===== src/mcr_pkg.sv =====
// package: address map, reset values and state layout of the memory controller register bank
package mcr_pkg;
    localparam int MC_COUNT = 8;
    localparam int ADDR_W = 22;
    localparam int LOCAL_W = 17;
    localparam int REGION_W = 5;
    localparam logic [1:0] REGION_TOP = 2'h1; // every controller code starts 01
    // local offsets
    localparam logic [16:0] OFS_CORRECT_EN = 17'h05800;
    localparam logic [16:0] OFS_SCRUB_EN = 17'h05804;
    localparam logic [16:0] OFS_SCRUB_INTERVAL = 17'h05810;
    localparam logic [16:0] OFS_COUNTER_CLEAR = 17'h05818;
    localparam logic [16:0] OFS_SINGLE_CNT_PC0 = 17'h05828;
    localparam logic [16:0] OFS_DOUBLE_CNT_PC0 = 17'h0582c;
    localparam logic [16:0] OFS_SINGLE_CNT_PC1 = 17'h05834;
    localparam logic [16:0] OFS_DOUBLE_CNT_PC1 = 17'h05838;
    localparam logic [16:0] OFS_INJ_SINGLE_PC0 = 17'h0584c;
    localparam logic [16:0] OFS_INJ_DOUBLE_PC0 = 17'h05850;
    localparam logic [16:0] OFS_INJ_SINGLE_PC1 = 17'h05854;
    localparam logic [16:0] OFS_INJ_DOUBLE_PC1 = 17'h05858;
    localparam logic [16:0] OFS_SINGLE_THRESHOLD = 17'h0585c;
    localparam logic [16:0] OFS_THR_FLAG_PC0 = 17'h05864;
    localparam logic [16:0] OFS_THR_FLAG_PC1 = 17'h05868;
    localparam logic [16:0] OFS_PHY_INIT_DONE = 17'h10034;
    localparam logic [16:0] OFS_OVERTEMP_TRIP = 17'h1004c;
    localparam logic [16:0] OFS_MON_REPEAT = 17'h13800;
    localparam logic [16:0] OFS_MON_SINGLE = 17'h13804;
    localparam logic [16:0] OFS_MON_INTERVAL = 17'h13808;
    localparam logic [16:0] OFS_MON_DONE = 17'h1380c;
    // reset values and counts
    localparam logic RST_CORRECT_EN = 1'h1;
    localparam logic [12:0] RST_SCRUB_INTERVAL = 13'h0002;
    localparam logic [7:0] CNT_MAX = 8'hff;
    localparam int SCRUB_UNIT_SHIFT = 8; // 256 memory clocks per interval unit

    typedef struct packed {
        logic [3:0] inj1;
        logic [3:0] inj2;
        logic [3:0] arm1;
        logic [3:0] arm2;
        logic [7:0] cnt1;
        logic [7:0] cnt2;
        logic [7:0] seen;
        logic tflag;
    } mcr_pc_s;

    typedef struct packed {
        logic corr_en;
        logic scrub_en;
        logic [12:0] scrub_per;
        logic err_clr;
        logic [7:0] thr;
        mcr_pc_s [1:0] pc;
        logic [20:0] scrub_cnt;
        logic scrub_rd;
        logic init_s1;
        logic init_s2;
        logic init_done;
        logic trip_s1;
        logic trip_s2;
        logic trip;
        logic mon_rep;
        logic [31:0] mon_int;
        logic [31:0] mon_cnt;
        logic mon_run;
        logic mon_done;
        logic mon_latch;
    } mcr_mc_s;

    typedef struct packed {
        mcr_mc_s [MC_COUNT-1:0] mc;
        logic [31:0] rdata;
        logic slverr;
    } mcr_state_s;
endpackage


===== src/mcr_regs.sv =====
// register bank of one memory stack: ecc control, counters, status and activity monitor
// Notes on behaviour
// - one register port per stack, decoding its own private 22-bit space
// - top five address bits pick a region, low 17 bits a register
// - controllers 0..7 use region codes 01000,01100,01001,01101,01010,01110,01011,01111
// - per pseudo channel registers exist twice, channel 0 and 1 offsets
// - correction enable turns on single correct, double detect; resets to one
// - scrubbing runs only while scrub enable and correction enable are both set
// - scrub reads spaced by interval field times 256 clocks; field resets to 2
// - 4-bit single and double injection fields per channel pick burst beats
// - 8-bit single error counter per channel, saturates at 255, resets zero
// - 8-bit double error counter per channel, saturates, cleared by clear control
// - while clear bit is one counters stay zero; counting resumes after
// - flag and single counter start only once errors exceed the threshold
// - threshold flag per channel sets on exceeding, clears when read
// - phy init status reads one after initialization completes, zero after reset
// - over-temperature status is sticky once the catastrophic limit trips
// - activity monitor registers are 32 bits wide
// - repeat mode collects, latches at interval end and restarts by itself
// - single mode collects one interval, latches, then stops
// - monitor interval is a 32-bit count of memory clocks
// - writing one to single start launches one interval
// - done flag sets at interval end, clears itself once read as one
`timescale 1ns/1ps
`default_nettype none
module mcr_regs (
    input wire logic clk,
    input wire logic nrst,
    input wire logic psel,
    input wire logic penable,
    input wire logic pwrite,
    input wire logic [21:0] paddr,
    input wire logic [31:0] pwdata,
    output logic [31:0] prdata,
    output logic pready,
    output logic pslverr,
    output logic [mcr_pkg::MC_COUNT-1:0] ecc_correct_enable,
    output logic [mcr_pkg::MC_COUNT-1:0] scrub_read,
    input wire logic [mcr_pkg::MC_COUNT-1:0][1:0] write_burst,
    output logic [mcr_pkg::MC_COUNT-1:0][1:0][3:0] inject_single_beats,
    output logic [mcr_pkg::MC_COUNT-1:0][1:0][3:0] inject_double_beats,
    input wire logic [mcr_pkg::MC_COUNT-1:0][1:0] single_err_event,
    input wire logic [mcr_pkg::MC_COUNT-1:0][1:0] double_err_event,
    input wire logic [mcr_pkg::MC_COUNT-1:0] phy_init_pin,
    input wire logic [mcr_pkg::MC_COUNT-1:0] overtemp_pin,
    output logic [mcr_pkg::MC_COUNT-1:0] monitor_active,
    output logic [mcr_pkg::MC_COUNT-1:0] monitor_latch
);
    mcr_pkg::mcr_state_s state_reg;
    mcr_pkg::mcr_state_s state_next;

    // ****************************************
    // address decode
    // ****************************************
    logic [4:0] region;
    logic [16:0] ofs;
    logic region_ok;
    logic [2:0] sel;
    logic setup;
    logic access;
    assign region = paddr[21:17];
    assign ofs = paddr[16:0];
    assign region_ok = (region[4:3] == mcr_pkg::REGION_TOP);
    assign sel = {region[1], region[0], region[2]};
    assign setup = psel && !penable;
    assign access = psel && penable;

    // the port never waits; data and error are prepared in the setup phase
    assign pready = 1'b1;
    assign prdata = state_reg.rdata;
    assign pslverr = state_reg.slverr;

    // controller-facing outputs straight from state
    always_comb begin
        for (int i = 0; i < mcr_pkg::MC_COUNT; i++) begin
            ecc_correct_enable[i] = state_reg.mc[i].corr_en;
            scrub_read[i] = state_reg.mc[i].scrub_rd;
            monitor_active[i] = state_reg.mc[i].mon_run;
            monitor_latch[i] = state_reg.mc[i].mon_latch;
            for (int p = 0; p < 2; p++) begin
                inject_single_beats[i][p] = state_reg.mc[i].pc[p].arm1;
                inject_double_beats[i][p] = state_reg.mc[i].pc[p].arm2;
            end
        end
    end

    // ****************************************
    // next-state logic
    // ****************************************
    always_comb begin
        logic hit;
        logic known;
        logic wr;
        logic [31:0] rd;
        logic [20:0] target;
        logic [31:0] span;
        logic [7:0] n;
        state_next = state_reg;
        hit = 1'b0;
        known = 1'b0;
        wr = 1'b0;
        rd = 32'h0000_0000;
        target = 21'h000000;
        span = 32'h0000_0000;
        n = 8'h00;
        for (int i = 0; i < mcr_pkg::MC_COUNT; i++) begin
            hit = region_ok && (sel == 3'(i));
            wr = access && pwrite && hit;
            // pins from outside the clock domain pass two flops
            state_next.mc[i].init_s1 = phy_init_pin[i];
            state_next.mc[i].init_s2 = state_reg.mc[i].init_s1;
            state_next.mc[i].trip_s1 = overtemp_pin[i];
            state_next.mc[i].trip_s2 = state_reg.mc[i].trip_s1;
            if (state_reg.mc[i].init_s2) begin
                state_next.mc[i].init_done = 1'b1;
            end
            if (state_reg.mc[i].trip_s2) begin
                state_next.mc[i].trip = 1'b1;
            end
            // scrub read spacing; a zero interval scrubs every clock
            target = {state_reg.mc[i].scrub_per, 8'h00};
            state_next.mc[i].scrub_rd = 1'b0;
            if (state_reg.mc[i].scrub_en && state_reg.mc[i].corr_en) begin
                if (21'(state_reg.mc[i].scrub_cnt + 21'h1) >= target) begin
                    state_next.mc[i].scrub_rd = 1'b1;
                    state_next.mc[i].scrub_cnt = 21'h000000;
                end else begin
                    state_next.mc[i].scrub_cnt = 21'(state_reg.mc[i].scrub_cnt + 21'h1);
                end
            end else begin
                state_next.mc[i].scrub_cnt = 21'h000000;
            end
            // per channel error counting and injection
            for (int p = 0; p < 2; p++) begin
                // a write burst consumes the armed beats
                if (write_burst[i][p]) begin
                    state_next.mc[i].pc[p].arm1 = 4'h0;
                    state_next.mc[i].pc[p].arm2 = 4'h0;
                end
                if (state_reg.mc[i].err_clr) begin
                    state_next.mc[i].pc[p].cnt1 = 8'h00;
                    state_next.mc[i].pc[p].cnt2 = 8'h00;
                    state_next.mc[i].pc[p].seen = 8'h00;
                end else begin
                    if (double_err_event[i][p] && state_reg.mc[i].pc[p].cnt2 != mcr_pkg::CNT_MAX) begin
                        state_next.mc[i].pc[p].cnt2 = 8'(state_reg.mc[i].pc[p].cnt2 + 8'h1);
                    end
                    if (single_err_event[i][p]) begin
                        n = state_reg.mc[i].pc[p].seen;
                        if (n != mcr_pkg::CNT_MAX) begin
                            n = 8'(n + 8'h1);
                        end
                        state_next.mc[i].pc[p].seen = n;
                        // only errors past the threshold are counted and flagged
                        if (n > state_reg.mc[i].thr) begin
                            if (state_reg.mc[i].pc[p].cnt1 != mcr_pkg::CNT_MAX) begin
                                state_next.mc[i].pc[p].cnt1 = 8'(state_reg.mc[i].pc[p].cnt1 + 8'h1);
                            end
                        end
                    end
                end
            end
            // activity monitor interval; zero behaves as one clock
            span = (state_reg.mc[i].mon_int == 32'h0) ? 32'h1 : state_reg.mc[i].mon_int;
            state_next.mc[i].mon_latch = 1'b0;
            if (state_reg.mc[i].mon_run) begin
                if (32'(state_reg.mc[i].mon_cnt + 32'h1) >= span) begin
                    state_next.mc[i].mon_latch = 1'b1;
                    state_next.mc[i].mon_cnt = 32'h0;
                    state_next.mc[i].mon_run = state_reg.mc[i].mon_rep;
                end else begin
                    state_next.mc[i].mon_cnt = 32'(state_reg.mc[i].mon_cnt + 32'h1);
                end
            end
            // register writes in the access phase
            if (wr) begin
                case (ofs)
                    mcr_pkg::OFS_CORRECT_EN: state_next.mc[i].corr_en = pwdata[0];
                    mcr_pkg::OFS_SCRUB_EN: state_next.mc[i].scrub_en = pwdata[0];
                    mcr_pkg::OFS_SCRUB_INTERVAL: state_next.mc[i].scrub_per = pwdata[12:0];
                    mcr_pkg::OFS_COUNTER_CLEAR: state_next.mc[i].err_clr = pwdata[0];
                    mcr_pkg::OFS_SINGLE_THRESHOLD: state_next.mc[i].thr = pwdata[7:0];
                    mcr_pkg::OFS_MON_INTERVAL: state_next.mc[i].mon_int = pwdata;
                    mcr_pkg::OFS_MON_REPEAT: begin
                        state_next.mc[i].mon_rep = pwdata[0];
                        if (pwdata[0] && !state_reg.mc[i].mon_run) begin
                            state_next.mc[i].mon_run = 1'b1;
                            state_next.mc[i].mon_cnt = 32'h0;
                        end
                    end
                    mcr_pkg::OFS_MON_SINGLE: begin
                        // a start while running is ignored
                        if (pwdata[0] && !state_reg.mc[i].mon_run) begin
                            state_next.mc[i].mon_run = 1'b1;
                            state_next.mc[i].mon_cnt = 32'h0;
                        end
                    end
                    default: begin
                    end
                endcase
                for (int p = 0; p < 2; p++) begin
                    // arm only the bits that rise, so a held bit injects once
                    if (ofs == (p == 0 ? mcr_pkg::OFS_INJ_SINGLE_PC0 : mcr_pkg::OFS_INJ_SINGLE_PC1)) begin
                        state_next.mc[i].pc[p].inj1 = pwdata[3:0];
                        state_next.mc[i].pc[p].arm1 = state_next.mc[i].pc[p].arm1
                            | (pwdata[3:0] & ~state_reg.mc[i].pc[p].inj1);
                    end
                    if (ofs == (p == 0 ? mcr_pkg::OFS_INJ_DOUBLE_PC0 : mcr_pkg::OFS_INJ_DOUBLE_PC1)) begin
                        state_next.mc[i].pc[p].inj2 = pwdata[3:0];
                        state_next.mc[i].pc[p].arm2 = state_next.mc[i].pc[p].arm2
                            | (pwdata[3:0] & ~state_reg.mc[i].pc[p].inj2);
                    end
                end
            end
            // read-clear flags: cleared only if the value returned was one; a new set wins
            for (int p = 0; p < 2; p++) begin
                if (access && !pwrite && hit && state_reg.rdata[0]
                    && ofs == (p == 0 ? mcr_pkg::OFS_THR_FLAG_PC0 : mcr_pkg::OFS_THR_FLAG_PC1)) begin
                    state_next.mc[i].pc[p].tflag = 1'b0;
                end
                if (!state_reg.mc[i].err_clr && single_err_event[i][p]
                    && state_next.mc[i].pc[p].seen > state_reg.mc[i].thr) begin
                    state_next.mc[i].pc[p].tflag = 1'b1;
                end
            end
            if (access && !pwrite && hit && state_reg.rdata[0] && ofs == mcr_pkg::OFS_MON_DONE) begin
                state_next.mc[i].mon_done = 1'b0;
            end
            if (state_next.mc[i].mon_latch) begin
                state_next.mc[i].mon_done = 1'b1;
            end
        end
        // read data and error are captured in the setup phase
        if (setup) begin
            known = 1'b1;
            for (int i = 0; i < mcr_pkg::MC_COUNT; i++) begin
                if (region_ok && sel == 3'(i)) begin
                    case (ofs)
                        mcr_pkg::OFS_CORRECT_EN: rd = {31'h0, state_reg.mc[i].corr_en};
                        mcr_pkg::OFS_SCRUB_EN: rd = {31'h0, state_reg.mc[i].scrub_en};
                        mcr_pkg::OFS_SCRUB_INTERVAL: rd = {19'h0, state_reg.mc[i].scrub_per};
                        mcr_pkg::OFS_COUNTER_CLEAR: rd = {31'h0, state_reg.mc[i].err_clr};
                        mcr_pkg::OFS_SINGLE_CNT_PC0: rd = {24'h0, state_reg.mc[i].pc[0].cnt1};
                        mcr_pkg::OFS_DOUBLE_CNT_PC0: rd = {24'h0, state_reg.mc[i].pc[0].cnt2};
                        mcr_pkg::OFS_SINGLE_CNT_PC1: rd = {24'h0, state_reg.mc[i].pc[1].cnt1};
                        mcr_pkg::OFS_DOUBLE_CNT_PC1: rd = {24'h0, state_reg.mc[i].pc[1].cnt2};
                        mcr_pkg::OFS_INJ_SINGLE_PC0: rd = {28'h0, state_reg.mc[i].pc[0].inj1};
                        mcr_pkg::OFS_INJ_DOUBLE_PC0: rd = {28'h0, state_reg.mc[i].pc[0].inj2};
                        mcr_pkg::OFS_INJ_SINGLE_PC1: rd = {28'h0, state_reg.mc[i].pc[1].inj1};
                        mcr_pkg::OFS_INJ_DOUBLE_PC1: rd = {28'h0, state_reg.mc[i].pc[1].inj2};
                        mcr_pkg::OFS_SINGLE_THRESHOLD: rd = {24'h0, state_reg.mc[i].thr};
                        mcr_pkg::OFS_THR_FLAG_PC0: rd = {31'h0, state_reg.mc[i].pc[0].tflag};
                        mcr_pkg::OFS_THR_FLAG_PC1: rd = {31'h0, state_reg.mc[i].pc[1].tflag};
                        mcr_pkg::OFS_PHY_INIT_DONE: rd = {31'h0, state_reg.mc[i].init_done};
                        mcr_pkg::OFS_OVERTEMP_TRIP: rd = {31'h0, state_reg.mc[i].trip};
                        mcr_pkg::OFS_MON_REPEAT: rd = {31'h0, state_reg.mc[i].mon_rep};
                        mcr_pkg::OFS_MON_SINGLE: rd = 32'h0;
                        mcr_pkg::OFS_MON_INTERVAL: rd = state_reg.mc[i].mon_int;
                        mcr_pkg::OFS_MON_DONE: rd = {31'h0, state_reg.mc[i].mon_done};
                        default: known = 1'b0;
                    endcase
                end
            end
            if (!region_ok) begin
                known = 1'b0; // unmapped region answers with an error
            end
            state_next.rdata = rd;
            state_next.slverr = !known;
        end
    end

    // ****************************************
    // state register
    // ****************************************
    always_ff @(posedge clk or negedge nrst) begin
        if (!nrst) begin
            state_reg <= '0;
            for (int i = 0; i < mcr_pkg::MC_COUNT; i++) begin
                state_reg.mc[i].corr_en <= mcr_pkg::RST_CORRECT_EN;
                state_reg.mc[i].scrub_per <= mcr_pkg::RST_SCRUB_INTERVAL;
            end
        end else begin
            state_reg <= state_next;
        end
    end
endmodule
`default_nettype wire


===== config.mk =====
export PLATFORM = sky130hd
export DESIGN_NAME = mcr_regs
export DESIGN_NICKNAME = d
export VERILOG_FILES = /design/src/mcr_pkg.sv /design/src/mcr_regs.sv
export SDC_FILE = /design/constraint.sdc
export NUM_CORES = 2
export LEC_CHECK = 0
export BUFFER_PORTS_ARGS = -buffer_cell sky130_fd_sc_hd__buf_2
export CORE_UTILIZATION = 56
export DETAILED_ROUTE_END_ITERATION = 16
export PLACE_DENSITY = 0.76
export SLEW_MARGIN = 15
export SYNTH_ARGS = -nofsm -noshare
export SYNTH_HDL_FRONTEND = slang
export SYNTH_SLANG_ARGS = --single-unit
export TNS_END_PERCENT = 30

===== constraint.sdc =====
create_clock -name clk -period 5.7 [get_ports clk]
set_clock_uncertainty 0.1 [all_clocks]
set_input_delay 0.855 -clock clk [delete_from_list [all_inputs] [get_ports clk]]
set_output_delay 0.855 -clock clk [all_outputs]
set_load 0.01 [all_outputs]

==> out/qor.yml <==
outcome:
  status: "complete, no violations"
synthesis:
  syn_inst: 10050
  synth_top_family_by_area: "simple AND/OR/NAND/NOR gates"
  synth_seq_cells: 1649
  yosysSeqAreaShare_pct: 42.21
  synth_largest_area_cell: "dfrtp_1"
  synth_compound_area_share_pct: 13.43
  synth_area_um2: 97810
  synthMuxAreaShare_pct: 6.347
  syn-num-nets: 10853
  synth_warnings: 0
  synth_area_leaders: "dfrtp_1 42%, ha_1 8.7%, mux2_2 5.1%"
  yosys.area_share.simple_pct: 16.36
  ys_dominant_reg_cell: "dfrtp_1"
  syn_area_per_cell_um2: 9.732
  synth_edf_count: 0
  synth_xor_area_share_pct: 6.868
  synth_cell_types: 108
  yosys.area_share.adder_pct: 8.699
  synth_top_cell_area_share_pct: 41.78
  async_flop_share_pct: 100.0
sta:
  fin_crit_sh_pct: 91.57
  fmax_mhz: 191.6
  finalHoldViolations: 0
  finalSetupViolCount: 0
  report.final.slew_viol_count: 0
  tns_ns: 0
  rsz0062_at_grt: "false"
  slew-limit-headroom_pct: 19.46
  fin_crit_ns: 5.220
  fin_hold_ws_ns: 0.1923
  tightest_slew_ns: 1.205
worst_hold_path:
  min_path_type: "primary input to flop"
  hold_path_startpoint: "write_burst[11]"
placement:
  portBuffers: 315
  gp_congestion: 1.052
  post_dp_cell_area_um2: 100900
  post-dp-hpwl_um: 266100
final_layout:
  largest_register_ffs: 1440
  finalNetCount: 10936
  drive_gt1_share_pct: 14.19
  regArea_um2: 41280
  multi_input_area_um2: 50720
  syn2layout_area_growth_pct: 9.825
  fill_cells: 14243
  postLayoutCellArea_um2: 107400
critical_path:
  r2r-start: "state_reg[1452]$_DFF_PN0_"
  crit_fanout: 19
  cp_slowest_cell: "nor4_2"
  critPathMaxStageDelay_ns: 0.45
  rrSetupSlack_ns: 0.48
  crit_path_end: "state_reg[1452]$_DFF_PN0_"
  crit_chain: "nand4_1 -> nor4_2 -> nand4_1 -> nor3_2 -> and3_1 -> and4_1 -> nand2_1 -> xnor2_1 -> ha_1 -> a21o_1 -> a21o_1 -> a21oi_1 -> nor2b_1 -> o21ai_0 -> a21oi_1 -> a2111oi_0 -> buf_4 -> a21boi_2 -> buf_4 -> nor3_1"
  timing.rr.end: "state_reg[1452]$_DFF_PN0_"
  worst_ep_required_time_ns: 6.36
  startpoint: "state_reg[1452]$_DFF_PN0_"
  critical_path_class: "flop to flop"
  critical_path_arrival_ns: 5.88
  end_kind: "flop"
  r2r.worst_path.cells: 20
  startpoint_type: "flop"
cts:
  path_clk_slew_ns: 0.06
  htree_levels: 4
  post-cts-setup-buffers: 0
  tritoncts: "built"
  cts-root-buf: "clkbuf_16"
  clk_latency_ns: 0.87
  clk_path_buf_depth: 3
  cts-buffers-inserted: 181
  cts_hold_buf: 17
  clock-sinks: 1649
  cts_resized: 0
grt:
  grt_max_degree: 149
  grtUsageTotal_pct: 40.25
  grt_pass1_vias: 79884
  antenna_found_initial: 38
  grt_first_pass_wirelength_um: 524600
  grt.overflow.total: 0
routing:
  ant_nets: 0
  wl_um: 358700
  via_per_inst: 6.543
  post_drt_wl_per_cell_um: 28.38
  dr.first_iter.drc_count: 10213
  vias: 82686
  dr.pass1.iters: 7
  drc_errors: 0
pwr:
  power_density_nw_per_um2: 252.0
  p_sw_mw: 6.998
  p_int_mw: 20.07
  pwr-share-clk_pct: 46.3
  seqPwrFrac_pct: 45.7
  peakVddDrop_mv: 0.3202
  power_frac_comb_pct: 8.0
  p_leak_nw: 50.35
  swShare_pct: 25.85
floorplanning:
  die_x_um: 419.9
  initial_utilization_pct: 56.33
  die_y_um: 419.9
  core_um2: 173600
  rows: 153
  io_pins: 317
  die_area_um2: 176300
run:
  maxCapViolations: 0
-- cell families after synthesis --
family	after synthesis
other	1
and+or+nand+nor	3217
DFF	1649
AOI/OAI and AO/OA	1849
muxes	562
adders and majority gates	680
xor gates and xnor gates	767
buffers and inverters	1325
-- critical path, delay by kind of cell (launching register included) --
family	cells	cell delay [ns]
AOI/OAI and AO/OA	7	1.40
DFF	1	0.44
adders and majority gates	1	0.32
and+or+nand+nor	9	2.23
xor gates and xnor gates	1	0.14
buffers and inverters	2	0.47
-- through the flow --
stage	utilization (%)	setup WS [ns]	total power, mW	cells
floorplan	-	1.158	13.78	10050
detailed placement	58.09	0.6178	14.68	12258
finish	61.87	0.4804	27.07	12637
global placement	58.07	0.5637	14.56	12255
CTS	61.82	0.5722	27.09	12610
global route	61.85	0.09354	27.85	12625
-- worst min-delay path by stage --
stage | cells past startpoint | slack (ns) | end
2_1_floorplan | 0 | 0.23 | state_reg[102]$_DFF_PN0_
3_3_place_gp | 0 | 0.23 | state_reg[509]$_DFF_PN0_
3_5_place_dp | 0 | 0.23 | state_reg[1317]$_DFF_PN0_
4_1_cts | 2 | 0.16 | inject_double_beats[16]$_DFF_PN0_
5_1_grt | 2 | 0.20 | inject_single_beats[45]$_DFF_PN0_
6_report | 2 | 0.19 | inject_double_beats[46]$_DFF_PN0_
-- synthesized netlist by cell type (172+ instances only) --
library cell     n
a21o_1         172
a21oi_1        293
a22oi_1        206
and3_1         195
buf_4          219
clkbuf_1       307
dfrtp_1       1633
ha_1           680
inv_1          676
mux2_2         440
nand2_1        772
nand3_1        391
nand4_1        324
nor2_1         762
nor3_1         184
o21ai_0        340
xnor2_1        364
xor2_1         403
-- final cells by class --
cell class / instances / share of cell area [%]
clock buffer: 246 / 4.809
clock inverter: 89 / 1.067
inverter: 676 / 2.362
timing repair buffer: 549 / 3.343
sequential: 1649 / 38.43
antenna: 27 / 0.06290
tap: 2325 / 2.708
multi-input combinational: 7076 / 47.21
-- layer usage --
metal	wire (µm)	GRT usage, %	share of wire [%]
met5	96	0	0.027
met3	36700	9.866	10
met1	136200	51.10	38
met4	28300	26.45	7.9
met2	157400	61.09	44
-- layout by cell type (no fill, tap or decap), types with 96 or more instances in the layout --
master / Yosys / routed
buf_4: 219 / 199
nor2b_1: 142 / 141
xor2_1: 403 / 403
a22oi_1: 206 / 206
xnor2_1: 364 / 364
nand3_1: 391 / 391
a21o_1: 172 / 172
dfrtp_1: 1633 / 1633
clkbuf_16: 0 / 183
buf_2: 78 / 315
and3_1: 195 / 195
nand4_1: 324 / 324
inv_1: 676 / 676
nor3_1: 184 / 178
o32ai_1: 128 / 128
mux2_2: 440 / 440
mux2i_1: 96 / 96
nand2_1: 772 / 770
a21oi_1: 293 / 289
a22o_1: 138 / 138
ha_1: 680 / 680
nor4_1: 96 / 96
o21ai_0: 340 / 340
nor2_1: 762 / 758
-- power by group through the flow --
stage	Sequential, mW	Clock (mW)	Combinational, mW
floorplan	12.4	0	1.37
global placement	12.5	0	2.02
detailed placement	12.6	0	2.12
CTS	12.4	12.6	2.15
global route	12.4	13.1	2.40
finish	12.4	12.5	2.16
(Power assumes the default switching activity.)
